**src/rcr_pkg.sv**
```systemverilog
package rcr_pkg;

	localparam int unsigned ADDR_W   = 7;
	localparam int unsigned DATA_W   = 8;
	localparam int unsigned SAMPLE_W = 16;
	localparam int unsigned LEVEL_W  = 6;
	localparam int unsigned NUM_RW   = 7;
	localparam int unsigned NUM_PEAK = 4;

	// Register offsets.
	localparam logic [6:0] OFS_PLAYBACK_LEFT_PEAK  = 7'h6A;
	localparam logic [6:0] OFS_DAC_RIGHT_PEAK      = 7'h6B;
	localparam logic [6:0] OFS_ADC_LEFT_GAIN       = 7'h6C;
	localparam logic [6:0] OFS_ADC_RIGHT_GAIN      = 7'h6D;
	localparam logic [6:0] OFS_RECORD_CONTROL_ONE  = 7'h6E;
	localparam logic [6:0] OFS_RECORD_CONTROL_TWO  = 7'h6F;
	localparam logic [6:0] OFS_RECORD_LEFT_VOLUME  = 7'h70;
	localparam logic [6:0] OFS_RECORD_RIGHT_VOLUME = 7'h71;
	localparam logic [6:0] OFS_RECORD_LEFT_PEAK    = 7'h72;
	localparam logic [6:0] OFS_RECORD_RIGHT_PEAK   = 7'h73;
	localparam logic [6:0] OFS_PLL_CLOCK_CONTROL   = 7'h74;

	// Index of each writable register in the storage array.
	localparam logic [2:0] IDX_GAIN_LEFT   = 3'h0;
	localparam logic [2:0] IDX_GAIN_RIGHT  = 3'h1;
	localparam logic [2:0] IDX_CONTROL_ONE = 3'h2;
	localparam logic [2:0] IDX_CONTROL_TWO = 3'h3;
	localparam logic [2:0] IDX_VOL_LEFT    = 3'h4;
	localparam logic [2:0] IDX_VOL_RIGHT   = 3'h5;
	localparam logic [2:0] IDX_PLL         = 3'h6;

	// Record control one fields.
	localparam int unsigned POS_MODULATOR_CLOCK_RATIO = 7;
	localparam int unsigned POS_HIGHPASS_ENABLE       = 6;
	localparam int unsigned POS_RECORD_CONVERTER_OFF  = 5;
	localparam int unsigned POS_RECORD_ANALOG_OFF     = 4;
	localparam int unsigned POS_RECORD_MUTE_RIGHT     = 3;
	localparam int unsigned POS_RECORD_MUTE_LEFT      = 2;
	localparam int unsigned POS_GAIN_STAGE_LEFT_OFF   = 1;
	localparam int unsigned POS_GAIN_STAGE_RIGHT_OFF  = 0;

	// Record control two fields.
	localparam int unsigned POS_REFERENCE_BUFFER_OFF = 4;
	localparam int unsigned POS_RECORD_CLOCK_DIV     = 0;

	// PLL clock control one fields.
	localparam int unsigned POS_RECOVERED_CLOCK_ROUTE   = 6;
	localparam int unsigned POS_MASTER_OUT_HALVE        = 5;
	localparam int unsigned POS_CRYSTAL_PREHALVE        = 4;
	localparam int unsigned POS_SECOND_SYNTH_OFF        = 3;
	localparam int unsigned POS_FIRST_SYNTH_OFF         = 2;
	localparam int unsigned POS_OSCILLATOR_OFF          = 1;
	localparam int unsigned POS_THIRD_SYSTEM_CLOCK_RATE = 0;

	// Writable bits of each register; reserved bits stay zero.
	localparam logic [7:0] MASK_GAIN        = 8'h3F;
	localparam logic [7:0] MASK_CONTROL_ONE = 8'hFF;
	localparam logic [7:0] MASK_CONTROL_TWO = 8'h13;
	localparam logic [7:0] MASK_VOLUME      = 8'hFF;
	localparam logic [7:0] MASK_PLL         = 8'hFF;

	// Reset values.
	localparam logic [7:0] RST_GAIN        = 8'h00;
	localparam logic [7:0] RST_CONTROL_ONE = 8'h00;
	localparam logic [7:0] RST_CONTROL_TWO = 8'h00;
	localparam logic [7:0] RST_VOLUME      = 8'hFF;
	localparam logic [7:0] RST_PLL         = 8'h00;

	localparam logic [5:0] GAIN_CODE_MAX    = 6'h30;
	localparam logic [5:0] LEVEL_CODE_FLOOR = 6'h3F;

	localparam logic [1:0] RECORD_DIV_ONE      = 2'h0;
	localparam logic [1:0] RECORD_DIV_TWO      = 2'h1;
	localparam logic [1:0] RECORD_DIV_THREE    = 2'h2;
	localparam logic [1:0] ROUTE_FROM_RECEIVER = 2'h3;

	// Modulator divide, counted in record master clock enables.
	localparam logic [1:0] MOD_LAST_HALF    = 2'h1;
	localparam logic [1:0] MOD_LAST_QUARTER = 2'h3;

endpackage
```
**src/rcr_ctrl.sv**
```systemverilog
`timescale 1ns/1ps
module rcr_ctrl (
	input  wire logic        mclk,
	input  wire logic        reset_n,
	input  wire logic [6:0]  reg_addr,
	input  wire logic [7:0]  reg_wdata,
	input  wire logic        reg_wr,
	input  wire logic        reg_rd,
	output logic      [7:0]  reg_rdata,
	input  wire logic [15:0] play_left_sample,
	input  wire logic [15:0] play_right_sample,
	input  wire logic        play_sample_valid,
	input  wire logic [15:0] rec_left_sample,
	input  wire logic [15:0] rec_right_sample,
	input  wire logic        rec_sample_valid,
	output logic      [15:0] rec_left_out,
	output logic      [15:0] rec_right_out,
	output logic             rec_out_valid,
	output logic      [5:0]  input_gain_left,
	output logic      [5:0]  input_gain_right,
	output logic             highpass_enable,
	output logic             record_converter_off,
	output logic             record_analog_off,
	output logic             gain_stage_left_off,
	output logic             gain_stage_right_off,
	output logic             reference_buffer_off,
	output logic             record_master_en,
	output logic             modulator_clock_en,
	output logic             master_out_en,
	output logic             pll_ref_en,
	output logic             third_clock_from_receiver,
	output logic             third_system_clock_rate,
	output logic             second_synth_off,
	output logic             first_synth_off,
	output logic             oscillator_off
);

	// Maps an address to a writable register; used for write and read decode.
	function automatic logic [3:0] rcr_rw_index(input logic [6:0] addr);
		case (addr)
			rcr_pkg::OFS_ADC_LEFT_GAIN:       rcr_rw_index = {1'b1, rcr_pkg::IDX_GAIN_LEFT};
			rcr_pkg::OFS_ADC_RIGHT_GAIN:      rcr_rw_index = {1'b1, rcr_pkg::IDX_GAIN_RIGHT};
			rcr_pkg::OFS_RECORD_CONTROL_ONE:  rcr_rw_index = {1'b1, rcr_pkg::IDX_CONTROL_ONE};
			rcr_pkg::OFS_RECORD_CONTROL_TWO:  rcr_rw_index = {1'b1, rcr_pkg::IDX_CONTROL_TWO};
			rcr_pkg::OFS_RECORD_LEFT_VOLUME:  rcr_rw_index = {1'b1, rcr_pkg::IDX_VOL_LEFT};
			rcr_pkg::OFS_RECORD_RIGHT_VOLUME: rcr_rw_index = {1'b1, rcr_pkg::IDX_VOL_RIGHT};
			rcr_pkg::OFS_PLL_CLOCK_CONTROL:   rcr_rw_index = {1'b1, rcr_pkg::IDX_PLL};
			default:                          rcr_rw_index = 4'h0;
		endcase
	endfunction

	function automatic logic [5:0] rcr_clamp_gain(input logic [7:0] code);
		if (code[5:0] > rcr_pkg::GAIN_CODE_MAX) begin
			rcr_clamp_gain = rcr_pkg::GAIN_CODE_MAX;
		end else begin
			rcr_clamp_gain = code[5:0];
		end
	endfunction

	// Gain is (code + 1) / 256, so all ones is exactly unity.
	function automatic logic [15:0] rcr_scale(input logic [15:0] s, input logic [7:0] vol);
		logic signed [25:0] prod;
		prod = $signed(s) * $signed({1'b0, {1'b0, vol} + 9'h001});
		rcr_scale = prod[23:8];
	endfunction

	localparam logic [6:0] PEAK_OFS [rcr_pkg::NUM_PEAK] = '{
		rcr_pkg::OFS_PLAYBACK_LEFT_PEAK, rcr_pkg::OFS_DAC_RIGHT_PEAK,
		rcr_pkg::OFS_RECORD_LEFT_PEAK, rcr_pkg::OFS_RECORD_RIGHT_PEAK
	};
	localparam logic [7:0] RW_MASK [rcr_pkg::NUM_RW] = '{
		rcr_pkg::MASK_GAIN, rcr_pkg::MASK_GAIN, rcr_pkg::MASK_CONTROL_ONE,
		rcr_pkg::MASK_CONTROL_TWO, rcr_pkg::MASK_VOLUME, rcr_pkg::MASK_VOLUME,
		rcr_pkg::MASK_PLL
	};
	localparam logic [7:0] RW_RESET [rcr_pkg::NUM_RW] = '{
		rcr_pkg::RST_GAIN, rcr_pkg::RST_GAIN, rcr_pkg::RST_CONTROL_ONE,
		rcr_pkg::RST_CONTROL_TWO, rcr_pkg::RST_VOLUME, rcr_pkg::RST_VOLUME,
		rcr_pkg::RST_PLL
	};

	logic [7:0]  regs      [rcr_pkg::NUM_RW];
	logic [7:0]  next_regs [rcr_pkg::NUM_RW];
	logic [15:0] peak_sample [rcr_pkg::NUM_PEAK];
	logic        peak_valid  [rcr_pkg::NUM_PEAK];
	logic [5:0]  peak_code   [rcr_pkg::NUM_PEAK];
	logic        peak_clear  [rcr_pkg::NUM_PEAK];
	logic [3:0]  wr_hit;
	logic [3:0]  rd_hit;
	logic [7:0]  next_reg_rdata;
	logic [7:0]  ctl_one;
	logic [7:0]  ctl_two;
	logic [7:0]  pll_ctl;
	logic [15:0] rec_left_scaled;
	logic [15:0] rec_right_scaled;
	logic [15:0] next_rec_left_out;
	logic [15:0] next_rec_right_out;
	logic [1:0]  master_cnt;
	logic [1:0]  next_master_cnt;
	logic [1:0]  master_last;
	logic        next_record_master_en;
	logic [1:0]  mod_cnt;
	logic [1:0]  next_mod_cnt;
	logic [1:0]  mod_last;
	logic        next_modulator_clock_en;
	logic        out_phase;
	logic        ref_phase;
	logic        next_master_out_en;
	logic        next_pll_ref_en;

	assign ctl_one = regs[rcr_pkg::IDX_CONTROL_ONE];
	assign ctl_two = regs[rcr_pkg::IDX_CONTROL_TWO];
	assign pll_ctl = regs[rcr_pkg::IDX_PLL];

	// Register access and read-back.
	always_comb begin
		wr_hit = rcr_rw_index(reg_addr);
		rd_hit = rcr_rw_index(reg_addr);
		for (int i = 0; i < rcr_pkg::NUM_RW; i++) begin
			next_regs[i] = regs[i];
		end
		if (reg_wr && wr_hit[3]) begin
			next_regs[wr_hit[2:0]] = reg_wdata & RW_MASK[wr_hit[2:0]];
		end
		next_reg_rdata = reg_rdata;
		if (reg_rd) begin
			next_reg_rdata = 8'h00;
			if (rd_hit[3]) begin
				next_reg_rdata = regs[rd_hit[2:0]];
			end
			for (int p = 0; p < rcr_pkg::NUM_PEAK; p++) begin
				if (reg_addr == PEAK_OFS[p]) begin
					next_reg_rdata = {2'h0, peak_code[p]};
				end
			end
		end
	end

	always_ff @(posedge mclk or negedge reset_n) begin
		if (!reset_n) begin
			for (int i = 0; i < rcr_pkg::NUM_RW; i++) begin
				regs[i] <= RW_RESET[i];
			end
			reg_rdata <= 8'h00;
		end else begin
			regs      <= next_regs;
			reg_rdata <= next_reg_rdata;
		end
	end

	// Peak detectors; reading a peak register restarts its hold.
	assign peak_sample[0] = play_left_sample;
	assign peak_sample[1] = play_right_sample;
	assign peak_sample[2] = next_rec_left_out;
	assign peak_sample[3] = next_rec_right_out;
	assign peak_valid[0]  = play_sample_valid;
	assign peak_valid[1]  = play_sample_valid;
	assign peak_valid[2]  = rec_sample_valid;
	assign peak_valid[3]  = rec_sample_valid;

	generate
		for (genvar g = 0; g < rcr_pkg::NUM_PEAK; g++) begin : gen_peak
			assign peak_clear[g] = reg_rd && (reg_addr == PEAK_OFS[g]);
			rcr_peak_meter u_meter (
				.mclk         (mclk),
				.reset_n      (reset_n),
				.sample       (peak_sample[g]),
				.sample_valid (peak_valid[g]),
				.clear        (peak_clear[g]),
				.level_code   (peak_code[g])
			);
		end
	endgenerate

	// Record datapath: volume then mute.
	always_comb begin
		rec_left_scaled  = rcr_scale(rec_left_sample, regs[rcr_pkg::IDX_VOL_LEFT]);
		rec_right_scaled = rcr_scale(rec_right_sample, regs[rcr_pkg::IDX_VOL_RIGHT]);
		next_rec_left_out  = rec_left_out;
		next_rec_right_out = rec_right_out;
		if (rec_sample_valid) begin
			next_rec_left_out  = ctl_one[rcr_pkg::POS_RECORD_MUTE_LEFT] ?
				16'h0000 : rec_left_scaled;
			next_rec_right_out = ctl_one[rcr_pkg::POS_RECORD_MUTE_RIGHT] ?
				16'h0000 : rec_right_scaled;
		end
	end

	always_ff @(posedge mclk or negedge reset_n) begin
		if (!reset_n) begin
			rec_left_out  <= 16'h0000;
			rec_right_out <= 16'h0000;
			rec_out_valid <= 1'b0;
		end else begin
			rec_left_out  <= next_rec_left_out;
			rec_right_out <= next_rec_right_out;
			rec_out_valid <= rec_sample_valid;
		end
	end

	// Clock enables; each divided rate is a single-cycle pulse on mclk, and an undivided rate holds its enable high.
	always_comb begin
		case (ctl_two[rcr_pkg::POS_RECORD_CLOCK_DIV +: 2])
			rcr_pkg::RECORD_DIV_TWO:   master_last = 2'h1;
			rcr_pkg::RECORD_DIV_THREE: master_last = 2'h2;
			default:                   master_last = 2'h0;
		endcase
		// A shortened divide mid-count restarts at once instead of wrapping.
		if (master_cnt >= master_last) begin
			next_master_cnt = 2'h0;
			next_record_master_en = 1'b1;
		end else begin
			next_master_cnt = master_cnt + 2'h1;
			next_record_master_en = 1'b0;
		end
		mod_last = ctl_one[rcr_pkg::POS_MODULATOR_CLOCK_RATIO] ?
			rcr_pkg::MOD_LAST_QUARTER : rcr_pkg::MOD_LAST_HALF;
		next_mod_cnt = mod_cnt;
		next_modulator_clock_en = 1'b0;
		if (next_record_master_en) begin
			if (mod_cnt >= mod_last) begin
				next_mod_cnt = 2'h0;
				next_modulator_clock_en = 1'b1;
			end else begin
				next_mod_cnt = mod_cnt + 2'h1;
			end
		end
		next_master_out_en = pll_ctl[rcr_pkg::POS_MASTER_OUT_HALVE] ? ~out_phase : 1'b1;
		next_pll_ref_en = pll_ctl[rcr_pkg::POS_CRYSTAL_PREHALVE] ? ~ref_phase : 1'b1;
	end

	always_ff @(posedge mclk or negedge reset_n) begin
		if (!reset_n) begin
			master_cnt         <= 2'h0;
			mod_cnt            <= 2'h0;
			out_phase          <= 1'b0;
			ref_phase          <= 1'b0;
			record_master_en   <= 1'b0;
			modulator_clock_en <= 1'b0;
			master_out_en      <= 1'b0;
			pll_ref_en         <= 1'b0;
		end else begin
			master_cnt         <= next_master_cnt;
			mod_cnt            <= next_mod_cnt;
			out_phase          <= next_master_out_en;
			ref_phase          <= next_pll_ref_en;
			record_master_en   <= next_record_master_en;
			modulator_clock_en <= next_modulator_clock_en;
			master_out_en      <= next_master_out_en;
			pll_ref_en         <= next_pll_ref_en;
		end
	end

	// Static control outputs, registered one cycle after the register.
	always_ff @(posedge mclk or negedge reset_n) begin
		if (!reset_n) begin
			input_gain_left           <= 6'h00;
			input_gain_right          <= 6'h00;
			highpass_enable           <= 1'b0;
			record_converter_off      <= 1'b0;
			record_analog_off         <= 1'b0;
			gain_stage_left_off       <= 1'b0;
			gain_stage_right_off      <= 1'b0;
			reference_buffer_off      <= 1'b0;
			third_clock_from_receiver <= 1'b0;
			third_system_clock_rate   <= 1'b0;
			second_synth_off          <= 1'b0;
			first_synth_off           <= 1'b0;
			oscillator_off            <= 1'b0;
		end else begin
			input_gain_left      <= rcr_clamp_gain(regs[rcr_pkg::IDX_GAIN_LEFT]);
			input_gain_right     <= rcr_clamp_gain(regs[rcr_pkg::IDX_GAIN_RIGHT]);
			highpass_enable      <= ctl_one[rcr_pkg::POS_HIGHPASS_ENABLE];
			record_converter_off <= ctl_one[rcr_pkg::POS_RECORD_CONVERTER_OFF];
			record_analog_off    <= ctl_one[rcr_pkg::POS_RECORD_ANALOG_OFF];
			gain_stage_left_off  <= ctl_one[rcr_pkg::POS_GAIN_STAGE_LEFT_OFF];
			gain_stage_right_off <= ctl_one[rcr_pkg::POS_GAIN_STAGE_RIGHT_OFF];
			reference_buffer_off <= ctl_two[rcr_pkg::POS_REFERENCE_BUFFER_OFF];
			// Reserved route codes fall back to the PLL source.
			third_clock_from_receiver <= (pll_ctl[rcr_pkg::POS_RECOVERED_CLOCK_ROUTE +: 2]
				== rcr_pkg::ROUTE_FROM_RECEIVER);
			third_system_clock_rate <= pll_ctl[rcr_pkg::POS_THIRD_SYSTEM_CLOCK_RATE];
			second_synth_off <= pll_ctl[rcr_pkg::POS_SECOND_SYNTH_OFF];
			first_synth_off  <= pll_ctl[rcr_pkg::POS_FIRST_SYNTH_OFF];
			oscillator_off   <= pll_ctl[rcr_pkg::POS_OSCILLATOR_OFF];
		end
	end

endmodule

```
**src/rcr_peak_meter.sv**
```systemverilog
`timescale 1ns/1ps
module rcr_peak_meter (
	input  wire logic        mclk,
	input  wire logic        reset_n,
	input  wire logic [15:0] sample,
	input  wire logic        sample_valid,
	input  wire logic        clear,
	output logic      [5:0]  level_code
);

	logic [14:0] hold;
	logic [14:0] next_hold;
	logic [5:0]  next_level_code;
	logic [14:0] mag;
	logic [14:0] base;
	logic [14:0] shifted;
	logic [3:0]  pos;
	logic        found;
	logic [2:0]  sub;
	logic [6:0]  whole;

	always_comb begin
		// The most negative sample saturates rather than wrapping to zero.
		if (!sample[15]) begin
			mag = sample[14:0];
		end else if (sample[14:0] == 15'h0000) begin
			mag = 15'h7FFF;
		end else begin
			mag = 15'(~sample[14:0] + 15'h0001);
		end
		// A sample in the clearing cycle starts the new hold so it is not lost.
		base = clear ? 15'h0000 : hold;
		next_hold = base;
		if (sample_valid && mag > base) begin
			next_hold = mag;
		end
		found = 1'b0;
		pos = 4'h0;
		for (int i = 14; i >= 0; i--) begin
			if (!found && hold[i]) begin
				found = 1'b1;
				pos = 4'(i);
			end
		end
		shifted = hold << (4'hE - pos);
		case (shifted[13:12])
			2'h3: sub = 3'h0;
			2'h2: sub = 3'h2;
			2'h1: sub = 3'h3;
			default: sub = 3'h5;
		endcase
		// Roughly six steps of one dB per bit of magnitude, refined by two bits.
		whole = 7'(7'h06 * {3'h0, 4'hE - pos}) + {4'h0, sub};
		if (!found || whole > {1'b0, rcr_pkg::LEVEL_CODE_FLOOR}) begin
			next_level_code = rcr_pkg::LEVEL_CODE_FLOOR;
		end else begin
			next_level_code = whole[5:0];
		end
	end

	always_ff @(posedge mclk or negedge reset_n) begin
		if (!reset_n) begin
			hold       <= 15'h0000;
			level_code <= rcr_pkg::LEVEL_CODE_FLOOR;
		end else begin
			hold       <= next_hold;
			level_code <= next_level_code;
		end
	end

endmodule

```
**config.mk**
```make
export PLATFORM = sky130hd
export DESIGN_NAME = rcr_ctrl
export DESIGN_NICKNAME = d
export VERILOG_FILES = /design/src/rcr_pkg.sv /design/src/rcr_ctrl.sv /design/src/rcr_peak_meter.sv
export SDC_FILE = /design/constraint.sdc
export NUM_CORES = 1
export LEC_CHECK = 0
export ABC_AREA = 0
export BUFFER_PORTS_ARGS = -buffer_cell sky130_fd_sc_hd__buf_2
export CELL_PAD_IN_SITES_DETAIL_PLACEMENT = 1
export CELL_PAD_IN_SITES_GLOBAL_PLACEMENT = 2
export CORE_MARGIN = 4
export CORE_UTILIZATION = 40
export CTS_CLUSTER_DIAMETER = 120
export CTS_CLUSTER_SIZE = 24
export DETAILED_ROUTE_END_ITERATION = 16
export MAX_ROUTING_LAYER = met4
export PLACE_DENSITY = 0.93
export SLEW_MARGIN = 10
export SYNTH_ARGS = -nofsm -noshare
export SYNTH_HDL_FRONTEND = slang
export SYNTH_HIERARCHICAL = 1
export SYNTH_SLANG_ARGS = --single-unit
```
**constraint.sdc**
```tcl
create_clock -name mclk -period 13.9 [get_ports mclk]
set_clock_uncertainty 0.15 [all_clocks]
set_input_delay 0.695 -clock mclk [delete_from_list [all_inputs] [get_ports mclk]]
set_output_delay 0.695 -clock mclk [all_outputs]
set_load 0.05 [all_outputs]
```
# Word-level counts from Yosys, hierarchy flattened
# Memory sizes are Yosys's and may differ from the RTL's.
# Index checks and enable logic that the tools add are counted.
# word_totals
ff_bits	212
input_bits	85
mem_bits_ro	64
elab_cells	420
n_memories	1
output_inout_bits	68
# memory_table
name	depth	word_bits	rd	rd_clocked_by_memory_dff	write_ports	line	rtl
(no name shown)	8	8	1	0	0	rcr_ctrl.sv:123	next_regs[wr_hit[2:0]] = reg_wdata & RW_MASK[wr_hit[2:0]];
# classes
reduce_logical	134
shifts	4
bitwise_logic	8
mux	173
mul	6
add_sub_neg	16
order_cmp	14
n_eq_ne	26
# ops
op	count
15-bit two-way mux	16
4-bit two-way mux	60
8-bit two-way mux	10
7-bit equality test, second input constant	11
1-bit logical AND	66
1-bit two-way mux	65
16-bit two-way mux	4
15-bit by 1-bit adder with 15-bit output, second input constant	4
15-bit greater-than comparator	4
1-bit logical NOT	60
15-bit logical NOT	4
15-bit NOT	4
15-bit by 4-bit << shifter with 14-bit output	4
56-bit bitwise mux	1
16-bit by 10-bit multiplier with 24-bit output	2
6-bit two-way mux	6
3-bit case mux with 3 select lines	4
7-bit by 3-bit adder with 7-bit output	4
7-bit by 6-bit greater-than comparator with 1-bit output, second input constant	4
4-bit case mux with 7 select lines	1
8-bit binary-select mux with 3-bit select	1
8-bit demux with 3-bit select	1
2-bit by 4-bit multiplier with 6-bit output, first input constant	4
2-bit equality test, second input constant	10
other kinds (14)	31

# Logic depth before layout (Yosys ltp)
# Gate-level depths: netlist of the first run.
# depth
depth_word	51
ltp_mapped	40
depth_no_buf	37

# Hierarchy
# The synthesis of the first run kept the hierarchy.
# by_module_without_submodules
mod	cells_per_inst	seq_area_each_um2	instances	area_per_inst_um2
rcr_ctrl	1517	3223.1	1	15073.2
rcr_peak_meter (gen_peak[0].u_meter ...)	306	533.0	3	2477.4
rcr_peak_meter (gen_peak[3].u_meter)	306	533.0	1	2434.8

# Worst setup path before layout of the first run
# OpenSTA, ideal clock, no wires.
# synth_path
path_type	reg2reg
startpoint	register regs[8] (netlist bit)
endpoint	register gen_peak[3].u_meter.hold[11]
period_less_slack_ns	9.595
path_stages_with_launch	40
arrival_time_ns	9.320
required_time_ns	13.625
path_buffers	3
setup_time_ns	0.125
path_slack_ns	4.305
path_cell_list	dfstp_2 > ha_1 > nand2_1 > nor2_1 > xor2_1 > clkbuf_1 > nand2_1 > fa_1 > fa_1 > inv_1 > fa_1 > fa_1 > inv_1 > fa_1 > inv_1 > ha_1 > a21o_1 > a21oi_1 > (+4 left out) > xnor2_1 > a22o_1 > nor4_1 > nand4_1 > nor4_2 > o21ai_0 > nor2b_1 > a31oi_1 > ha_1 > nand4_1 > nor2_1 > nand2_1 > or4_1 > nand4_1 > and3_1 > clkbuf_1 > buf_2 > mux2_2
# synth_between
elab_chain_len	11
word_cells_on_any_way	12
cone_classes	2 x add/sub; 1 x mul; 1 x order compare; 5 x mux; 1 x bitwise; 2 x reduce/logical
# synth_lines
element	line	rtl
start: declaration	rcr_ctrl.sv:82	logic [7:0] regs [rcr_pkg::NUM_RW];
start signal: indexed assignment	rcr_ctrl.sv:142	regs[i] <= RW_RESET[i];
start signal: assignment	rcr_ctrl.sv:146	regs <= next_regs;
8-bit by 1-bit adder with 9-bit output *	rcr_ctrl.sv:63	prod = $signed(s) * $signed({1'b0, {1'b0, vol} + 9'h001});
16-bit by 10-bit multiplier with 24-bit output *	rcr_ctrl.sv:63	
16-bit two-way mux *	rcr_ctrl.sv:184	next_rec_right_out = ctl_one[rcr_pkg::POS_RECORD_MUTE_RIGHT] ?
16-bit two-way mux *	rcr_ctrl.sv:181	if (rec_sample_valid) begin
via next_rec_right_out[9]	rcr_ctrl.sv:97	logic [15:0] next_rec_right_out;
15-bit NOT	rcr_peak_meter.sv:29	mag = 15'(~sample[14:0] + 15'h0001);
15-bit by 1-bit adder with 15-bit output	rcr_peak_meter.sv:29	
15-bit two-way mux	rcr_peak_meter.sv:26	end else if (sample[14:0] == 15'h0000) begin
15-bit two-way mux *	rcr_peak_meter.sv:24	if (!sample[15]) begin
15-bit greater-than comparator	rcr_peak_meter.sv:34	if (sample_valid && mag > base) begin
1-bit logical AND	rcr_peak_meter.sv:34	
15-bit two-way mux *	rcr_peak_meter.sv:34	
via gen_peak[3].u_meter.next_hold[11]	rcr_peak_meter.sv:12	logic [14:0] next_hold;
end signal: assignment	rcr_peak_meter.sv:66	hold <= next_hold;
end: declaration	rcr_peak_meter.sv:11	logic [14:0] hold;
# Mark *: on every way through the listed nets, which the timed path passes. The rest lies on a longest branch.
# A chain may end at the register's enable or synchronous reset.

# Worst setup path after layout of the first run
# layout_path
startpoint	register regs[8] (netlist bit)
endpoint	register gen_peak[3].u_meter.hold[1]
# The elaborated chain is that of the path after synthesis.

==> results of run 1 <==
## power by group
group | switching [mW] | internal [mW] | total, mW
clock | 0.232 | 0.181 | 0.413
combinational | 2.34 | 1.56 | 3.90
sequential | 0.248 | 0.880 | 1.13
## final timing paths
kind,end,slack (ns)
setup / recovery,gen_peak[3].u_meter/hold[1],2.41
hold / removal,gen_peak[1].u_meter/hold[4],0.008
setup reg to reg,gen_peak[3].u_meter/hold[1],2.41
hold reg to reg,record_analog_off,0.27
max in group asynchronous,reg_rdata[4],12.17
min in group mclk,record_analog_off,0.27
## placed cells by master (no fill, tap or decap), types with 12 or more instances in the layout
cell       netlist  layout
a21o_1          26      26
a21oi_1         92      92
a22o_1          23      23
a31oi_1         41      41
and2_1         157     157
buf_2           11     151
buf_4            4      14
clkbuf_16        0      13
dfrtp_1        172     172
dfstp_2         40      40
fa_1           236     236
ha_1           205     205
inv_1          388     388
mux2_2         101     101
mux2i_1         48      48
nand2_1        236     236
nand2b_1        53      53
nand3_1         53      53
nand4_1         26      26
nor2_1         155     155
nor2b_1         88      88
nor3_1          24      24
nor4_1          25      25
o211ai_1        16      16
o21a_1          14      14
o21ai_0        103     103
o31ai_1         13      13
or4_1           12      12
or4_4           13      13
xnor2_1         53      52
xor2_1          21      20
## cells by family after synthesis
group | share of synthesized area [%]
AO/OA/AOI/OAI | 12.41
buffers and inverters | 7.686
flip-flops | 21.47
adder cells (fa/ha/maj) | 29.23
multiplexers | 6.682
XOR/XNOR | 2.599
AND/OR/NAND/NOR | 19.93
## worst reg2reg max path: cells and delay by family, from the launching register on
family | cells | cell delay, ns
simple gates | 14 | 3.66
fa+ha+maj | 8 | 3.48
compound gates | 7 | 1.69
xor+xnor | 2 | 1.07
flops | 1 | 0.73
mux | 1 | 0.42
buf+inv | 3 | 0.18
## per-stage QoR
step | instances | instance area [µm²] | hold slack [ns]
after floorplan | 2741 | 24940 | 0.2185
after global placement | 3652 | 26420 | 0.2292
after detailed placement | 3652 | 26420 | 0.2404
after CTS | 3674 | 26810 | 0.01918
after global routing | 3678 | 26820 | 0.03768
final | 3679 | 26830 | 0.008065
## registers in the layout (all words and copies together) (netlist names), 2 cells and up
name,count
gen_peak.u_meter/hold,60
regs,32
gen_peak.u_meter/level_code,24
rec_left_out,16
rec_right_out,16
ctl_one,8
ctl_two,8
pll_ctl,8
reg_rdata,8
input_gain_left,6
input_gain_right,6
master_cnt,2
mod_cnt,2
## final cells by class
type,instances,area (µm²),area share [%]
diodes,5,12.51,0.04664
clock buffers,17,340.3,1.269
clock inverters,5,46.29,0.1726
inverters,389,1460,5.443
multi-input cells,2048,17690,65.94
flip-flops and latches,212,5355,19.96
well taps,837,1047,3.904
repair buffers,166,875.8,3.265
## layer usage
metal | vias up | GRT usage (%)
met3 | 78 | 2.726
li1 | 9429 | -
met1 | 10270 | 28.68
met2 | 314 | 38.45
met5 | - | -
met4 | 0 | 4.793
==> impl_metrics.yaml, run 1 <==
run_status:
  status: "finished clean"
yosys:
  ys_seq_area_share_pct: 21.47
  synth_nets: 3267
  ys_top_cells_by_area: "fa_1 19%, dfrtp_1 17%, ha_1 10%, inv_1 5.8%, mux2_2 4.6%"
  yosysWarnings: 6
  yosysTopAreaCellShare_pct: 18.94
  synth_seq_cells: 212
  synth_ff_type: "dfrtp_1"
  yosys.cell_count.top_type: "inv_1"
  synth_area_per_cell_um2: 9.099
  post_synth_most_frequent_cells: "388 x inv_1, 236 x fa_1, 236 x nand2_1, 205 x ha_1, 172 x dfrtp_1"
  syn-cell-area_um2: 24940
  ys_types: 92
  synth_top_area_cell: "fa_1"
  synth-edff-count: 0
  postSynthCellCount: 2741
  synthArstFlopShare_pct: 100.0
global_route:
  grt_usage_pct: 22.40
  grt-ovfl-total: 0
  grt_pass1_vias: 22190
  grt_max_degree: 80
  grt_pass1_wl_um: 119400
  antenna_found_initial: 9
floorplanning:
  start_util_pct: 40.41
  pin_count: 153
  die_area_um2: 66410
  die_x_um: 257.7
  core_area_um2: 61710
  die_y_um: 257.7
  num_rows: 91
drt:
  routed_via_density: 5.460
  wl_met2_um: 36280
  postRouteAntennaNets: 0
  drt_iter0_drc: 1076
  dr_total_vias: 20090
  met1_length_um: 32290
  drc: 0
  met3WireLength_um: 2936
  finalWirelength_um: 73190
  top_layer: "met4"
  drt-wirelength-per-cell_um: 19.89
  drt_first_pass_iters: 5
critical_path:
  cp-start-kind: "register"
  crit_path_max_fanout: 19
  r2r_start: "regs[8]"
  arrival_ns: 11.71
  path_depth: 35
  required_ns: 14.12
  slowest_stage: "xor2_1"
  reg2reg_depth: 35
  slowest_delay_ns: 0.99
  crit_top_cell: "fa_1"
  worstPathBufferInverterCount: 3
  setup.worst_path.start: "regs[8]"
  end_kind: "register"
  critical-path-top-delay-family: "simple AND/OR/NAND/NOR gates"
  crit_type: "reg2reg"
placement:
  port_buffers: 152
  gp_congestion: 0.8932
  place_hpwl_um: 59070
  pre_cts_slack_ns: 2.549
clocking:
  tritoncts: "done"
  htreeDepth: 1
  cts_root_buf: "clkbuf_16"
  cts.sinks: 212
  path_clk_slew_ns: 0.10
  hold_buffers: 0
  clk_latency_ns: 0.50
  post_cts_buffers: 0
  cts_max_path_buffers: 3
  cts_made_buffers: 13
  cts_resized: 0
cells_and_area:
  syn_to_final_growth_pct: 7.565
  num-fill-cells: 7279
  final_nets: 3356
  final_util_pct: 43.47
  drive_gt1_share_pct: 13.57
sta:
  rsz0062_at_grt: "no"
  fmax_mhz: 87.04
  fin_setup_tns_ns: 0
  tightest_slew_ns: 1.267
  setup_ws_ns: 2.411
  finalCritPeriodShare_pct: 82.66
  relSlewSlack_pct: 15.26
  setup_violations: 0
  hold_viol_final: 0
  slew_viol_final: 0
  fin_crit_ns: 11.49
hold_path:
  min_path_type: "in2async"
pwr:
  p_leak_nw: 13.20
  p_total_mw: 5.441
  powerDensity_nw_per_um2: 202.8
  irDropWorstVdd_mv: 0.1230
flow_run:
  drv_cap: 0
Power figures use the tool's default switching activity.
==> inputs of run 2 (changes only) <==
ABC_AREA = 1   (was 0)
CORE_UTILIZATION = 37   (was 40)
PLACE_DENSITY = 0.94   (was 0.93)
clock period = 10.97 ns   (was 13.9 ns; I/O delays follow)
==> run 2 against run 1 <==
  * Register-to-register slack worse by 1.4 ns
  * Global-route usage down 0.45 points
  * Count of clock-buffer cells in the layout rose by 1
  * Synthesized area is 2.6% higher
  * Critical path depth rose by 6
  * Flip-flop and latch count is the same
  * Sequential share of layout area fell by 0.54 points
  * Critical path type unchanged
  * Largest cell class unchanged
==> impl_metrics.yaml, run 2 <==
run_status:
  status: "finished clean"
yosys:
  synth-edff-count: 0
  yosysTopAreaCellShare_pct: 18.46
  synthArstFlopShare_pct: 100.0
  yosys.cell_count.top_type: "nand2_1"
  post_synth_most_frequent_cells: "908 x nand2_1, 613 x inv_1, 393 x nor2_1, 255 x nand3_1, 236 x fa_1"
  ys_seq_area_share_pct: 20.92
  synth_area_per_cell_um2: 7.221
  yosysWarnings: 6
  syn-cell-area_um2: 25600
  ys_top_cells_by_area: "fa_1 18%, dfrtp_1 17%, nand2_1 13%, ha_1 10%, inv_1 9.0%"
  synth_ff_type: "dfrtp_1"
  postSynthCellCount: 3545
  synth_top_area_cell: "fa_1"
  synth_nets: 4071
  synth_seq_cells: 212
  ys_types: 56
drt:
  drt-wirelength-per-cell_um: 16.99
  drc: 0
  routed_via_density: 5.043
  drt_first_pass_iters: 5
  drt_iter0_drc: 1260
  finalWirelength_um: 77840
  dr_total_vias: 23100
  postRouteAntennaNets: 0
critical_path:
  slowest_delay_ns: 0.66
  slowest_stage: "dfstp_2"
  r2r_start: "regs[8]"
  crit_top_cell: "nand2_1"
  reg2reg_depth: 41
  end_kind: "register"
  arrival_ns: 10.20
  crit_type: "reg2reg"
  setup.worst_path.start: "regs[8]"
  required_ns: 11.24
  crit_path_max_fanout: 26
  cp-start-kind: "register"
cells_and_area:
  layout_commonest_cell: "nand2_1"
  final_cell_mix: "907 x nand2_1, 613 x inv_1, 393 x nor2_1, 255 x nand3_1, 236 x fa_1"
  drive_gt1_share_pct: 8.829
  syn_to_final_growth_pct: 7.723
  top_regs: "gen_peak.u_meter/hold x60, regs x32, gen_peak.u_meter/level_code x24"
  largest_register_ffs: 60
  regMostFlops: "gen_peak.u_meter/hold"
  final_nets: 4166
  final_area_um2: 27570
flow_run:
  drv_cap: 0
clocking:
  cts_root_buf: "clkbuf_16"
  post_cts_buffers: 0
  cts_made_buffers: 13
  path_clk_slew_ns: 0.10
  tritoncts: "done"
  cts_max_path_buffers: 3
  htreeDepth: 1
  clk_latency_ns: 0.50
  cts.sinks: 212
floorplanning:
  core_area_um2: 68590
  die_x_um: 271.0
  num_rows: 96
  die_y_um: 271.0
  start_util_pct: 37.32
  die_area_um2: 73450
  pin_count: 153
sta:
  fin_crit_ns: 9.930
  fmax_mhz: 100.7
  rsz0062_at_grt: "no"
  setup_violations: 0
  finalCritPeriodShare_pct: 90.52
  slew_viol_final: 0
  relSlewSlack_pct: 36.83
  hold_slack_ns: 0.1267
  tightest_slew_ns: 0.9453
  setup_ws_ns: 1.040
  hold_viol_final: 0
  fin_setup_tns_ns: 0
global_route:
  grt_usage_pct: 21.95
  grt_max_degree: 85
  antenna_found_initial: 4
  grt_pass1_vias: 24710
  grt_pass1_wl_um: 129200
  grt-ovfl-total: 0
hold_path:
  min-delay-start: "rec_sample_valid"
  min_path_cells: 1
  min_path_type: "in2reg"
pwr:
  irDropWorstVdd_mv: 0.1248
  p_leak_nw: 15.15
  powerDensity_nw_per_um2: 166.5
placement:
  pre_cts_slack_ns: 0.4442
  place_hpwl_um: 64660
  gp_congestion: 0.8850
  place_area_um2: 27150
  port_buffers: 152
==> run 2: cell types whose count changed after synthesis, moves of 29 or more <==
cell,previous run,this run
nor2_1,155,393
nand2b_1,53,0
mux2_2,101,0
inv_1,388,613
nor2b_1,88,0
nand2_1,236,908
o21ai_1,3,32
a31oi_1,41,6
mux2i_1,48,0
and2_1,157,1
xnor2_1,53,16
o21ai_0,103,134
a21oi_1,92,141
nand3_1,53,255
==> run 2: report_power, final <==
group	internal [mW]	switching (mW)
combinational	1.01	1.84
clock	0.231	0.298
sequential	1.03	0.180
==> run 2: metrics by stage <==
| step | instances | util [%] | power (mW) |
|---|---|---|---|
| floorplan | 3545 | - | 3.395 |
| global placement | 4555 | 39.59 | 4.018 |
| detailed placement | 4555 | 39.59 | 4.086 |
| CTS | 4578 | 40.17 | 4.650 |
| global route | 4579 | 40.20 | 5.164 |
| finish | 4581 | 40.20 | 4.592 |
==> run 2: worst paths after layout <==
path	end	slack, ns
min in group asynchronous	modulator_clock_en	0.48
hold / removal	rec_out_valid	0.13
max in group asynchronous	pll_ctl[7]	8.83
setup reg to reg	gen_peak[3].u_meter/hold[10]	1.04
setup / recovery	gen_peak[3].u_meter/hold[10]	1.04
hold reg to reg	third_system_clock_rate	0.28
==> run 2: kinds of logic after synthesis <==
logic type	after synthesis	synth area share [%]
AOI/OAI and AO/OA	387	8.539
adders and majority gates	441	28.48
buffers and inverters	716	11.10
xor gates and xnor gates	38	1.300
and+or+nand+nor	1751	29.66
DFF	212	20.92
==> run 2: critical path: cells and delay by family, from the launching register on <==
kind	cells	cell delay (ns)
fa+ha+maj	8	3.39
simple gates	16	2.52
compound gates	11	2.01
flops	1	0.66
buf+inv	6	1.07
==> run 2: per-layer routing <==
metal | track usage (%) | up-vias | share of wire [%]
met5 | - | - | 0
met3 | 2.084 | 79 | 3.6
met1 | 29.74 | 11390 | 47
li1 | - | 11300 | -
met2 | 36.34 | 335 | 47
met4 | 3.990 | 0 | 2.0
==> run 2: what timing repair did <==
action | in CTS | in global routing
gates resized for setup | 0 | 3
setup endpoints to repair | 0 | 15
hold buffers | 1 | 0
endpoints found under the hold margin | 73 | 0
==> run 2: cell type report <==
cell class	instances	area (µm²)
flip-flops and latches	212	5355
clock buffers	18	344.1
well taps	931	1165
inverters	631	2374
repair buffers	165	870.8
multi-input cells	2617	17410
fillers	8861	41010
clock inverters	4	45.04
diodes	3	7.507
==> inputs of run 3 (changes only) <==
SYNTH_HIERARCHICAL = default   (was 1)
==> run 3 against run 2 <==
  * Global-route usage up 0.62 points
  * Clock power about the same
  * Register-to-register slack better by 0.23 ns
  * Combinational power up 78%
  * Non-clock buffer count up 1
  * Fmax up 2.4%
  * Sequential share of layout area down 0.21 points
  * Flip-flop and latch count unchanged
  * Total power up 51%
  * Critical path type unchanged
  * Largest cell class unchanged
==> impl_metrics.yaml, run 3 <==
floorplanning:
  start_util_pct: 37.49
  pin_count: 153
  die_y_um: 272.1
  num_rows: 96
  core_area_um2: 68830
  die_x_um: 272.1
  die_area_um2: 74020
hold_path:
  hold_path_end: "regs[20]"
  min-delay-start: "reg_wdata[4]"
  min_path_type: "in2reg"
  min_path_cells: 3
drt:
  routed_via_density: 5.094
  drt_first_pass_iters: 5
  drc: 0
  drt-wirelength-per-cell_um: 17.51
  postRouteAntennaNets: 0
  finalWirelength_um: 81140
  dr_total_vias: 23600
  drt_iter0_drc: 1174
clocking:
  cts_made_buffers: 13
  cts.sinks: 212
  post_cts_buffers: 0
  cts_max_path_buffers: 3
  path_clk_slew_ns: 0.10
  clk_latency_ns: 0.52
  htreeDepth: 1
  tritoncts: "done"
  cts_root_buf: "clkbuf_16"
global_route:
  grt_usage_pct: 22.57
  antenna_found_initial: 8
  grt_pass1_wl_um: 132400
  grt_pass1_vias: 24950
  grt-ovfl-total: 0
  grt_max_degree: 91
sta:
  slew_viol_final: 0
  tightest_slew_ns: 0.9624
  hold_viol_final: 0
  fin_setup_tns_ns: 0
  finalCritPeriodShare_pct: 88.40
  fin_crit_ns: 9.698
  fmax_mhz: 103.1
  setup_ws_ns: 1.272
  setup_violations: 0
  relSlewSlack_pct: 35.78
  rsz0062_at_grt: "no"
critical_path:
  reg2reg_to: "gen_peak[2].u_meter.hold[14]"
  crit_top_cell: "nand2_1"
  crit_type: "reg2reg"
  slowest_stage: "dfstp_2"
  cp-start-kind: "register"
  r2r_start: "regs[16]"
  arrival_ns: 9.94
  reg2reg_depth: 39
  crit_path_max_fanout: 17
  rrSetupSlack_ns: 1.27
  slowest_delay_ns: 0.73
  end_kind: "register"
  required_ns: 11.21
pwr:
  irDropWorstVdd_mv: 0.1609
  switchingPower_mw: 3.860
  powerDensity_nw_per_um2: 249.5
  p_total_mw: 6.954
  seqPwrFrac_pct: 19.4
  p_leak_nw: 15.16
  clockPowerShare_pct: 7.6
  p_int_mw: 3.094
  swShare_pct: 55.50
  p_comb_share_pct: 72.9
cells_and_area:
  final_nets: 4217
  syn_to_final_growth_pct: 8.025
  largest_register_ffs: 60
  drive_gt1_share_pct: 10.17
  final_util_pct: 40.50
  final_cell_mix: "976 x nand2_1, 592 x inv_1, 346 x nor2_1, 248 x nand3_1, 236 x fa_1"
  regMostFlops: "gen_peak.u_meter.hold"
  top_regs: "gen_peak.u_meter.hold x60, regs x32, gen_peak.u_meter.level_code x24"
  layout_commonest_cell: "nand2_1"
  num-fill-cells: 8785
yosys:
  ys_top_cells_by_area: "fa_1 18%, dfrtp_1 17%, nand2_1 14%, ha_1 9.9%, inv_1 8.6%"
  yosysWarnings: 0
  ys_types: 61
  synth_seq_cells: 212
  syn-cell-area_um2: 25800
  synth_nets: 4112
  synth_ff_type: "dfrtp_1"
  synth_top_area_cell: "fa_1"
  synthArstFlopShare_pct: 100.0
  ys_seq_area_share_pct: 20.75
  post_synth_most_frequent_cells: "976 x nand2_1, 592 x inv_1, 346 x nor2_1, 248 x nand3_1, 236 x fa_1"
  synth-edff-count: 0
  synth_area_per_cell_um2: 7.195
  yosysTopAreaCellShare_pct: 18.31
  yosys.cell_count.top_type: "nand2_1"
  postSynthCellCount: 3586
placement:
  place_hpwl_um: 67670
  port_buffers: 152
  gp_congestion: 0.8906
  pre_cts_slack_ns: 1.296
flow_run:
  drv_cap: 0
run_status:
  status: "finished clean"
run 3: power by group through the flow:
stage,clock [mW],sequential [mW],combinational (mW)
6_report,0.531,1.35,5.07
5_1_grt,0.582,1.39,5.88
4_1_cts,0.551,1.35,5.14
3_5_place_dp,0,1.37,5.11
3_3_place_gp,0,1.36,4.95
2_1_floorplan,0,1.48,3.67
run 3: kinds of logic after synthesis:
logic type | count (synthesis) | synth area share [%]
xor gates and xnor gates | 44 | 1.610
buffers and inverters | 708 | 10.63
DFF | 212 | 20.75
adders and majority gates | 441 | 28.25
and+or+nand+nor | 1802 | 30.69
AOI/OAI and AO/OA | 379 | 8.064
run 3: worst max-delay path by stage:
stage	from	end	slack [ns]	cells after the start
after floorplan	regs[16]	gen_peak[2].u_meter.hold[4]	2.96	37
after global placement	regs[16]	gen_peak[2].u_meter.hold[14]	1.54	39
after detailed placement	regs[16]	gen_peak[2].u_meter.hold[14]	1.30	39
after CTS	regs[16]	gen_peak[2].u_meter.hold[14]	1.28	39
after global routing	regs[16]	gen_peak[2].u_meter.hold[1]	0.53	39
final	regs[16]	gen_peak[2].u_meter.hold[14]	1.27	39
run 3: cell type report:
cell class	count	area (µm²)	area share [%]
Timing Repair Buffer	166	878.3	3.151
Antenna cell	5	12.51	0.04489
Clock buffer	17	340.3	1.221
Clock inverter	5	46.29	0.1661
Sequential cell	212	5355	19.21
Tap cell	931	1165	4.179
Multi-Input combinational cell	2666	17700	63.51
Inverter	632	2372	8.511
run 3: timing repair:
action	4_1_cts	5_1_grt
endpoints found under the hold margin	80	0
hold buffers	1	0
resized for setup	0	0
run 3: worst max-delay path, delay by kind of cell, from the launching register on:
| kind | cells | cell delay (ns) |
|---|---|---|
| adders and majority gates | 8 | 3.28 |
| and+or+nand+nor | 17 | 2.59 |
| AOI/OAI and AO/OA | 6 | 1.33 |
| buffers and inverters | 7 | 1.03 |
| DFF | 1 | 0.73 |
| xor gates and xnor gates | 1 | 0.46 |
run 3: metrics by stage:
stage               instances  cell area (µm²)  hold WS (ns)
floorplan                3586            25800        0.1029
global placement         4606            27460        0.2417
detailed placement       4606            27460        0.2512
CTS                      4629            27860        0.1359
global route             4634            27870        0.1554
finish                   4634            27870        0.1592
run 3: layer usage:
metal | share of wire [%] | up-vias | track usage, %
li1 | - | 11450 | -
met4 | 3.0 | 0 | 6.222
met2 | 49 | 363 | 38.74
met3 | 3.4 | 126 | 2.149
met5 | 0 | - | -
met1 | 44 | 11670 | 28.64
